`src/include/pmtb_regs.svh`:
```
// Register offsets, write masks, reset values and timing figures of the
// PWM master time base. Included by the core and by the testbench.
`ifndef PMTB_REGS_SVH
`define PMTB_REGS_SVH

`define PMTB_OFF_CTRL 8'h00
`define PMTB_OFF_CLKDIV 8'h04
`define PMTB_OFF_PERIOD 8'h08
`define PMTB_OFF_SEVCMP 8'h0c
`define PMTB_OFF_MDUTY 8'h10
`define PMTB_OFF_TBCNT 8'h14
`define PMTB_OFF_GEN0 8'h20
`define PMTB_GEN_STRIDE 8'h04

`define PMTB_CTRL_WMASK 16'hafbf
`define PMTB_CTRL_RESET 16'h0000
`define PMTB_PERIOD_RESET 16'hfff8
`define PMTB_SEVCMP_MASK 16'hfff8
`define PMTB_SEVCMP_RESET 16'h0000
`define PMTB_MDUTY_RESET 16'h0000
`define PMTB_CLKDIV_RESET 3'h0
`define PMTB_CLKDIV_RSVD 3'h7
`define PMTB_GEN_RESET 19'h00000

`define PMTB_RESP_OKAY 2'h0
`define PMTB_RESP_SLVERR 2'h2

`define PMTB_RES_PS 1040
`define PMTB_RES_CA_PS 8320
`define PMTB_CA_STEP (`PMTB_RES_CA_PS / `PMTB_RES_PS)

`endif

```
`src/include/pmtb_pkg.sv`:
```
// Types of the PWM master time base: control word layout, generator
// configuration and sync source codes. Offsets live in pmtb_regs.svh.
package pmtb_pkg;

    typedef enum logic [1:0] {
        PMTB_SRC_IN1 = 2'b00,
        PMTB_SRC_IN2 = 2'b01,
        PMTB_SRC_RSV2 = 2'b10,
        PMTB_SRC_RSV3 = 2'b11
    } pmtb_sync_src_e;

    typedef struct packed {
        logic pwm_module_on;
        logic unimp14;
        logic idle_halt_select;
        logic special_event_pending;
        logic special_event_irq_on;
        logic immediate_period_load;
        logic sync_polarity_invert;
        logic sync_out_on;
        logic ext_sync_on;
        logic unimp6;
        pmtb_sync_src_e sync_source_select;
        logic [3:0] special_event_postscale;
    } pmtb_ctrl_s;

    typedef struct packed {
        logic center_aligned;
        logic variable_phase;
        logic push_pull;
        logic [15:0] phase;
    } pmtb_gen_s;

endpackage : pmtb_pkg

```
`src/core/pmtb_core.sv`:
```
// PWM master time base with four generators, AXI4-Lite register slave.
// Assumes a single 10 MHz clock, synchronous sync inputs and an interrupt
// controller that acknowledges the special event with a one-cycle pulse.
`timescale 1ns/1ps
`default_nettype none
`include "pmtb_regs.svh"

module pmtb_core (
    input wire logic aclk, // System clock, 10 MHz.
    input wire logic aresetn, // Synchronous reset, active low.
    input wire logic [7:0] s_axi_awaddr, // Write address.
    input wire logic s_axi_awvalid, // Write address valid.
    output logic s_axi_awready, // Write address ready.
    input wire logic [31:0] s_axi_wdata, // Write data.
    input wire logic [3:0] s_axi_wstrb, // Write byte strobes.
    input wire logic s_axi_wvalid, // Write data valid.
    output logic s_axi_wready, // Write data ready.
    output logic [1:0] s_axi_bresp, // Write response.
    output logic s_axi_bvalid, // Write response valid.
    input wire logic s_axi_bready, // Write response ready.
    input wire logic [7:0] s_axi_araddr, // Read address.
    input wire logic s_axi_arvalid, // Read address valid.
    output logic s_axi_arready, // Read address ready.
    output logic [31:0] s_axi_rdata, // Read data.
    output logic [1:0] s_axi_rresp, // Read response.
    output logic s_axi_rvalid, // Read data valid.
    input wire logic s_axi_rready, // Read data ready.
    input wire logic cpu_idle, // CPU is in idle mode.
    input wire logic [1:0] sync_input, // External sync inputs one and two.
    input wire logic special_event_ack, // Interrupt controller took the event.
    output logic sync_output, // Period sync pulse.
    output logic sync_output_en_n, // Sync output driver enable, low drives.
    output logic special_event_trigger, // Postscaled compare trigger pulse.
    output logic special_event_irq, // Special event interrupt request.
    output logic [3:0] high_side_output, // Generator high-side outputs.
    output logic [3:0] low_side_output // Generator low-side outputs.
);

    function automatic logic is_gen(input logic [7:0] a);
        is_gen = (a >= `PMTB_OFF_GEN0) && (a < `PMTB_OFF_GEN0 + 4 * `PMTB_GEN_STRIDE);
    endfunction : is_gen

    function automatic logic is_mapped(input logic [7:0] a);
        is_mapped = (a == `PMTB_OFF_CTRL) || (a == `PMTB_OFF_CLKDIV)
            || (a == `PMTB_OFF_PERIOD) || (a == `PMTB_OFF_SEVCMP)
            || (a == `PMTB_OFF_MDUTY) || (a == `PMTB_OFF_TBCNT) || is_gen(a);
    endfunction : is_mapped

    function automatic logic [15:0] merge16(input logic [15:0] old, input logic [31:0] d,
                                            input logic [3:0] s);
        merge16 = {s[1] ? d[15:8] : old[15:8], s[0] ? d[7:0] : old[7:0]};
    endfunction : merge16

    // Register file and bus state.
    pmtb_pkg::pmtb_ctrl_s ctrl_reg, ctrl_next;
    logic [2:0] clkdiv_reg, clkdiv_next;
    logic [15:0] period_reg, period_next;
    logic [15:0] sevcmp_reg, sevcmp_next;
    logic [15:0] mduty_reg, mduty_next;
    pmtb_pkg::pmtb_gen_s gen_reg [4];
    pmtb_pkg::pmtb_gen_s gen_next [4];
    logic aw_have_reg, aw_have_next, w_have_reg, w_have_next;
    logic [7:0] aw_addr_reg, aw_addr_next;
    logic [31:0] w_data_reg, w_data_next;
    logic [3:0] w_strb_reg, w_strb_next;
    logic awready_next, wready_next, bvalid_next, arready_next, rvalid_next;
    logic [1:0] bresp_next, rresp_next;
    logic [31:0] rdata_next;

    // Time base state.
    logic [5:0] presc_reg, presc_next;
    logic [15:0] tb_reg, tb_next;
    logic [15:0] active_per_reg, active_per_next;
    logic [3:0] ps_cnt_reg, ps_cnt_next;
    logic [3:0] pp_reg, pp_next;
    logic sync_prev_reg, sync_prev_next;
    logic sev_fire, run, tick, wrap, match, sync_lvl, sync_edge;
    logic [5:0] div_mask;
    logic [3:0] hs_next, ls_next;
    logic sync_out_next, sync_oe_n_next, trig_next, irq_next;

    always_comb begin
        logic do_wr;
        logic [31:0] rd;
        integer g;
        do_wr = 1'b0;
        rd = 32'h0000_0000;
        g = 0;
        ctrl_next = ctrl_reg;
        clkdiv_next = clkdiv_reg;
        period_next = period_reg;
        sevcmp_next = sevcmp_reg;
        mduty_next = mduty_reg;
        gen_next = gen_reg;
        aw_have_next = aw_have_reg;
        w_have_next = w_have_reg;
        aw_addr_next = aw_addr_reg;
        w_data_next = w_data_reg;
        w_strb_next = w_strb_reg;
        bvalid_next = s_axi_bvalid;
        bresp_next = s_axi_bresp;
        rvalid_next = s_axi_rvalid;
        rresp_next = s_axi_rresp;
        rdata_next = s_axi_rdata;
        if (s_axi_awvalid && s_axi_awready) begin
            aw_have_next = 1'b1;
            aw_addr_next = s_axi_awaddr;
        end
        if (s_axi_wvalid && s_axi_wready) begin
            w_have_next = 1'b1;
            w_data_next = s_axi_wdata;
            w_strb_next = s_axi_wstrb;
        end
        if (s_axi_bvalid && s_axi_bready) begin
            bvalid_next = 1'b0;
        end
        if (aw_have_reg && w_have_reg && !s_axi_bvalid) begin
            do_wr = 1'b1;
            aw_have_next = 1'b0;
            w_have_next = 1'b0;
            bvalid_next = 1'b1;
            bresp_next = is_mapped(aw_addr_reg) ? `PMTB_RESP_OKAY : `PMTB_RESP_SLVERR;
        end
        if (do_wr) begin
            case (aw_addr_reg)
                `PMTB_OFF_CTRL: begin
                    // Hardware alone owns the pending bit; reserved bits stay zero.
                    ctrl_next = (merge16(ctrl_reg, w_data_reg, w_strb_reg) & `PMTB_CTRL_WMASK)
                        | (ctrl_reg & ~`PMTB_CTRL_WMASK);
                end
                `PMTB_OFF_CLKDIV: if (w_strb_reg[0]) clkdiv_next = w_data_reg[2:0];
                `PMTB_OFF_PERIOD: period_next = merge16(period_reg, w_data_reg, w_strb_reg);
                `PMTB_OFF_SEVCMP: begin
                    sevcmp_next = merge16(sevcmp_reg, w_data_reg, w_strb_reg)
                        & `PMTB_SEVCMP_MASK;
                end
                `PMTB_OFF_MDUTY: mduty_next = merge16(mduty_reg, w_data_reg, w_strb_reg);
                default: begin
                    if (is_gen(aw_addr_reg)) begin
                        g = 32'(aw_addr_reg - `PMTB_OFF_GEN0) / 4;
                        gen_next[g][15:0] = merge16(gen_reg[g][15:0], w_data_reg, w_strb_reg);
                        if (w_strb_reg[2]) gen_next[g][18:16] = w_data_reg[18:16];
                    end
                end
            endcase
        end
        // Pending is set by the postscaler and dropped on acknowledge; set wins.
        if (special_event_ack) ctrl_next.special_event_pending = 1'b0;
        if (sev_fire) ctrl_next.special_event_pending = 1'b1;
        if (s_axi_rvalid && s_axi_rready) rvalid_next = 1'b0;
        if (s_axi_arvalid && s_axi_arready) begin
            case (s_axi_araddr)
                `PMTB_OFF_CTRL: rd = {16'h0000, ctrl_reg};
                `PMTB_OFF_CLKDIV: rd = {29'h0000_0000, clkdiv_reg};
                `PMTB_OFF_PERIOD: rd = {16'h0000, period_reg};
                `PMTB_OFF_SEVCMP: rd = {16'h0000, sevcmp_reg};
                `PMTB_OFF_MDUTY: rd = {16'h0000, mduty_reg};
                `PMTB_OFF_TBCNT: rd = {16'h0000, tb_reg};
                default: begin
                    if (is_gen(s_axi_araddr)) begin
                        rd = {13'h0000, gen_reg[32'(s_axi_araddr - `PMTB_OFF_GEN0) / 4]};
                    end
                end
            endcase
            rvalid_next = 1'b1;
            rdata_next = rd;
            rresp_next = is_mapped(s_axi_araddr) ? `PMTB_RESP_OKAY : `PMTB_RESP_SLVERR;
        end
        awready_next = !aw_have_next && !bvalid_next;
        wready_next = !w_have_next && !bvalid_next;
        arready_next = !rvalid_next;
    end

    always_ff @(posedge aclk) begin
        if (!aresetn) begin
            ctrl_reg <= `PMTB_CTRL_RESET;
            clkdiv_reg <= `PMTB_CLKDIV_RESET;
            period_reg <= `PMTB_PERIOD_RESET;
            sevcmp_reg <= `PMTB_SEVCMP_RESET;
            mduty_reg <= `PMTB_MDUTY_RESET;
            for (int i = 0; i < 4; i++) gen_reg[i] <= `PMTB_GEN_RESET;
            aw_have_reg <= 1'b0;
            w_have_reg <= 1'b0;
            aw_addr_reg <= 8'h00;
            w_data_reg <= 32'h0000_0000;
            w_strb_reg <= 4'h0;
            s_axi_awready <= 1'b0;
            s_axi_wready <= 1'b0;
            s_axi_bvalid <= 1'b0;
            s_axi_bresp <= 2'h0;
            s_axi_arready <= 1'b0;
            s_axi_rvalid <= 1'b0;
            s_axi_rresp <= 2'h0;
            s_axi_rdata <= 32'h0000_0000;
        end else begin
            ctrl_reg <= ctrl_next;
            clkdiv_reg <= clkdiv_next;
            period_reg <= period_next;
            sevcmp_reg <= sevcmp_next;
            mduty_reg <= mduty_next;
            gen_reg <= gen_next;
            aw_have_reg <= aw_have_next;
            w_have_reg <= w_have_next;
            aw_addr_reg <= aw_addr_next;
            w_data_reg <= w_data_next;
            w_strb_reg <= w_strb_next;
            s_axi_awready <= awready_next;
            s_axi_wready <= wready_next;
            s_axi_bvalid <= bvalid_next;
            s_axi_bresp <= bresp_next;
            s_axi_arready <= arready_next;
            s_axi_rvalid <= rvalid_next;
            s_axi_rresp <= rresp_next;
            s_axi_rdata <= rdata_next;
        end
    end

    // Time base. One count is one step of timing resolution; the 1.04 ns figure
    // holds for the full-speed core clock, here a step is one prescaled clock.
    always_comb begin
        logic [15:0] loc, duty;
        logic on;
        loc = 16'h0000;
        duty = 16'h0000;
        on = 1'b0;
        run = ctrl_reg.pwm_module_on
            && !(cpu_idle && ctrl_reg.idle_halt_select);
        // A reserved divider code falls back to divide by one.
        div_mask = (clkdiv_reg == `PMTB_CLKDIV_RSVD) ? 6'h00
            : 6'((7'h01 << clkdiv_reg) - 7'h01);
        tick = run && (presc_reg == div_mask);
        wrap = tick && (tb_reg >= active_per_reg);
        match = tick && (tb_reg == sevcmp_reg);
        sev_fire = match && (ps_cnt_reg == ctrl_reg.special_event_postscale);
        case (ctrl_reg.sync_source_select)
            pmtb_pkg::PMTB_SRC_IN1: sync_lvl = sync_input[0] ^ ctrl_reg.sync_polarity_invert;
            pmtb_pkg::PMTB_SRC_IN2: sync_lvl = sync_input[1] ^ ctrl_reg.sync_polarity_invert;
            default: sync_lvl = 1'b0;
        endcase
        sync_prev_next = sync_lvl;
        sync_edge = ctrl_reg.ext_sync_on && sync_lvl && !sync_prev_reg;
        presc_next = (!run || tick) ? 6'h00 : presc_reg + 6'h01;
        tb_next = tb_reg;
        if (!ctrl_reg.pwm_module_on) tb_next = 16'h0000;
        else if (run && sync_edge) tb_next = 16'h0000;
        else if (wrap) tb_next = 16'h0000;
        else if (tick) tb_next = tb_reg + 16'h0001;
        active_per_next = active_per_reg;
        if (ctrl_reg.immediate_period_load || wrap || !ctrl_reg.pwm_module_on) begin
            active_per_next = period_reg;
        end
        ps_cnt_next = ps_cnt_reg;
        if (!ctrl_reg.pwm_module_on || sev_fire) ps_cnt_next = 4'h0;
        else if (match) ps_cnt_next = ps_cnt_reg + 4'h1;
        pp_next = ctrl_reg.pwm_module_on ? (wrap ? ~pp_reg : pp_reg) : 4'h0;
        for (int g = 0; g < 4; g++) begin
            loc = tb_reg + gen_reg[g].phase;
            if (loc >= active_per_reg) loc = loc - active_per_reg;
            duty = gen_reg[g].variable_phase ? (active_per_reg >> 1) : mduty_reg;
            if (gen_reg[g].center_aligned) begin
                loc = loc & ~16'(`PMTB_CA_STEP - 1);
                duty = duty & ~16'(`PMTB_CA_STEP - 1);
            end
            on = loc < duty;
            if (!ctrl_reg.pwm_module_on) begin
                hs_next[g] = 1'b0;
                ls_next[g] = 1'b0;
            end else if (gen_reg[g].push_pull) begin
                hs_next[g] = on && !pp_reg[g];
                ls_next[g] = on && pp_reg[g];
            end else begin
                hs_next[g] = on;
                ls_next[g] = !on;
            end
        end
        sync_out_next = (ctrl_reg.sync_out_on && wrap) ^ ctrl_reg.sync_polarity_invert;
        sync_oe_n_next = !ctrl_reg.sync_out_on;
        trig_next = sev_fire;
        irq_next = ctrl_reg.special_event_pending && ctrl_reg.special_event_irq_on;
    end

    always_ff @(posedge aclk) begin
        if (!aresetn) begin
            presc_reg <= 6'h00;
            tb_reg <= 16'h0000;
            active_per_reg <= `PMTB_PERIOD_RESET;
            ps_cnt_reg <= 4'h0;
            pp_reg <= 4'h0;
            sync_prev_reg <= 1'b0;
            high_side_output <= 4'h0;
            low_side_output <= 4'h0;
            sync_output <= 1'b0;
            sync_output_en_n <= 1'b1;
            special_event_trigger <= 1'b0;
            special_event_irq <= 1'b0;
        end else begin
            presc_reg <= presc_next;
            tb_reg <= tb_next;
            active_per_reg <= active_per_next;
            ps_cnt_reg <= ps_cnt_next;
            pp_reg <= pp_next;
            sync_prev_reg <= sync_prev_next;
            high_side_output <= hs_next;
            low_side_output <= ls_next;
            sync_output <= sync_out_next;
            sync_output_en_n <= sync_oe_n_next;
            special_event_trigger <= trig_next;
            special_event_irq <= irq_next;
        end
    end
endmodule : pmtb_core
`default_nettype wire

```
`config.mk`:
```
export PLATFORM = sky130hd
export DESIGN_NAME = pmtb_core
export DESIGN_NICKNAME = d
export VERILOG_FILES = /design/src/include/pmtb_pkg.sv /design/src/core/pmtb_core.sv
export VERILOG_INCLUDE_DIRS = /design/src /design/src/include
export SDC_FILE = /design/constraint.sdc
export NUM_CORES = 1
export LEC_CHECK = 0
export BUFFER_PORTS_ARGS = -buffer_cell sky130_fd_sc_hd__buf_2
export CAP_MARGIN = 20
export CORE_AREA = 2 2 228 230
export DETAILED_ROUTE_END_ITERATION = 6
export DIE_AREA = 0 0 230 232
export PLACE_DENSITY_LB_ADDON = 0.15
export SKIP_CTS_REPAIR_TIMING = 1
export SYNTH_ARGS = -nofsm -noshare
export SYNTH_HDL_FRONTEND = slang
export SYNTH_SLANG_ARGS = --single-unit
```
`constraint.sdc`:
```
create_clock -name aclk -period 6 [get_ports aclk]
set_clock_uncertainty 0.05 [all_clocks]
set_input_delay 0.9 -clock aclk [delete_from_list [all_inputs] [get_ports aclk]]
set_output_delay 0.9 -clock aclk [all_outputs]
set_load 0.05 [all_outputs]
```
==> reports/summary.txt <==
Fmax - 0.165 GHz
Drc violations - 0
Mux cell area share after synthesis - 14.2%
Cell count after synthesis - 2385
Clk pwr share - 48.1%
Placed cell areas - 22600 sq um
Status - complete, but fails checks
Setup TNS - -0.0707 ns
Clk_lat worst skew - 0.56 ns
Hold Path Depth - 1
Leak - 10.7 nW
Setup violations, final - 3
Main combinational cell family by area after synthesis - compound AO/OA/AOI/OAI gates
Net Sw Frac - 24.2%
Syn-to-layout area delta - 18.7%
FILL cells - 5062
Worst vdd ir - 0.000245 V
Largest net degree at the start of global routing - 88
WL per Instance - 24.1 um
Failing checks - negative setup slack
R2r setup slk - -0.05 ns
Total power - 3.77 mW
RSZ-0062 raised after global routing - yes
Mean post-synth cell area - 8.48 sq um
Fin crit share - 101%
Initial Util - 39.8%
CTS buffer count - 27
FFs w/ async S/R, synth - 0%
Number of max-cap violations - 0
Final core occ - 47.2%
Most used DFF post-synth - dfxtp_1
Post-synthesis sequential area ratio - 25.2%
Final wirelength - 80000 um
Drt initial violations - 1645
Hold endpoint - s_axi_wready
Adder-cell share of the synthesized area - 13.6%
Worst Hold Class - register to register
Gate power share - 5.6%
Slew headroom - 27.3%
H-tree depth - 1
WS Path Type - register to register
Core Region - 50900 sq um
Synth Area in XOR/XNOR - 6.41%
CTS tree - done
IO Port Bufs - 86
Die Y - 232 um
Worst reg2reg endpoint - low_side_output[3]
Placed cells - 3254
Multi-input logic area - 14700 sq um
Fraction of layout cells with a size suffix above 1 - 19.8%
Worst hold slack - 0.406 ns
Pwr dens - 157 nW/um^2
Top post-synthesis cells by count - 269 x nor2_1, 255 x dfxtp_1, 207 x ha_1, 202 x nand2_1, 169 x a21oi_1
First-pass GRT wire length - 117000 um
Cell taking the most area after synthesis - dfxtp_1
Post-synth EDFFs - 0
I/O pin total - 116
Final min period - 6.05 ns
Startpoint types - register
Setup crit end kind - register
DP Worst Slack - -0.358 ns
Simple-Gate Fraction of Synth Area - 17.8%
Row count - 83
NetSw - 0.913 mW
Final net count - 2894
Die Area - 53400 sq um
Die X-Extent - 230 um
FF/Latch Area - 5110 sq um
Cell area after synthesis - 20200 sq um
DRT Pass-1 Iters - 5
Vias per inst - 5.83
Reg2Reg Depth - 26
Maximum clock path buffer count - 3
Share of power burned in registers - 46.3%
Number of distinct library cells after synthesis - 86
Vias in the first global route - 18200
Clock transition at path regs - 0.07 ns
Post-DRT Antenna Nets - 0
Clk root buf - clkbuf_16
Pins Over Slew Limit - 0
#FFs+latches synth - 255
Critical-path maximum fanout - 6
CTS Sinks - 255
Total global-route track usage - 29.0%
Final hold violations - 0
Worst min-delay path startpoint - w_have_reg
Non-filler cells, final - 3317
Placer Congestion - 1.02
Required @ worst endpoint - 6.38 ns
DR vias - 19300
Crit Reg-Reg Startpoint - tb_reg[1]
Crit path DAT - 6.43 ns
Initial antenna violation count - 2
Int Power - 2.86 mW
Compound-Gate Fraction of Synth Area - 18.6%
Design area - 24000 sq um
Grt ovf - 0
Most frequent cell after synthesis - nor2_1
HPWL Detailed - 61200 um
Yosys top cell area share - 25.2%
Final setup margin - -0.0504 ns
Yosys Warn Count - 0
Least-Margin Pin Slew - 1.09 ns
Most area-consuming cells after synthesis - dfxtp_1 25%, ha_1 13%, mux2i_1 7.7%, nor2_1 5.0%, xnor2_1 4.6%
Max reg flops - 76
-- cells in the final DEF, fill, tap and decap left out, types with 35 or more instances in the layout --
master	synthesis	routed
mux2i_1	155	155
mux4_2	35	35
buf_2	22	86
a211oi_1	79	77
nor2_1	269	268
nand3_1	59	59
ha_1	207	198
xnor2_1	106	103
buf_4	21	212
o21ai_0	103	97
dfxtp_1	255	251
nor3_1	59	55
a21oi_1	169	163
mux2_2	47	40
inv_1	73	73
a21o_1	57	57
nand2_1	202	200
xor2_1	42	42
-- final cells by class --
cell class              count  area share [%]
repair buffers            306            8.88
diodes                      1          0.0104
clock buffers              33            3.07
flip-flops and latches    255            21.3
inverters                  74            1.17
well taps                 680            3.54
clock inverters            16           0.922
multi-input cells        1952            61.1
-- power by group through the flow --
stage	clock (mW)	combinational [mW]	sequential, mW
2_1_floorplan	0	0.132	1.80
3_5_place_dp	0	0.209	1.79
3_3_place_gp	0	0.206	1.79
6_report	1.82	0.211	1.75
4_1_cts	1.83	0.209	1.75
5_1_grt	1.89	0.226	1.75
-- routing by layer --
metal | track usage [%] | wire, um | vias up
met5 | 0 | 0 | -
met4 | 8.02 | 2380 | 0
met3 | 4.33 | 5620 | 123
met2 | 46.5 | 35800 | 680
met1 | 40.6 | 36200 | 9392
li1 | - | - | 9153
-- how the worst max path moves through the flow --
stage / from / endpoint / depth (start not counted)
finish: tb_reg[1] / low_side_output[3] / 26
global route: tb_reg[1] / low_side_output[3] / 26
CTS: tb_reg[0] / high_side_output[1] / 28
detailed placement: tb_reg[0] / high_side_output[1] / 28
global placement: tb_reg[0] / high_side_output[1] / 28
floorplan: tb_reg[1] / low_side_output[3] / 24
-- cell families after synthesis --
group,after synthesis
compound gates,574
xor+xnor,148
fa+ha+maj,215
buf+inv,192
flops,255
mux,237
other cells,1
simple gates,763
-- worst max-delay path, cell delays in order (launching register included) --
cell and delay [ns]:
dfxtp_4 0.36, ha_4 0.24, a211o_1 0.30, o211ai_1 0.15, a21oi_2 0.10, nor4_1 0.24
buf_4 0.17, o31ai_4 0.06, o41ai_2 0.34, xnor2_1 0.24, ha_1 0.31, a21o_1 0.19
a21oi_2 0.19, nand2_1 0.08, or4_4 0.51, a31oi_4 0.25, buf_12 0.16, buf_8 0.12
mux2_4 0.31, ha_4 0.21, and3_4 0.16, and3_4 0.14, a221o_1 0.32, a211oi_2 0.17
nand4_1 0.13, nand2_2 0.12, mux2_4 0.30
Note: power is estimated with default switching activity, not from simulation.
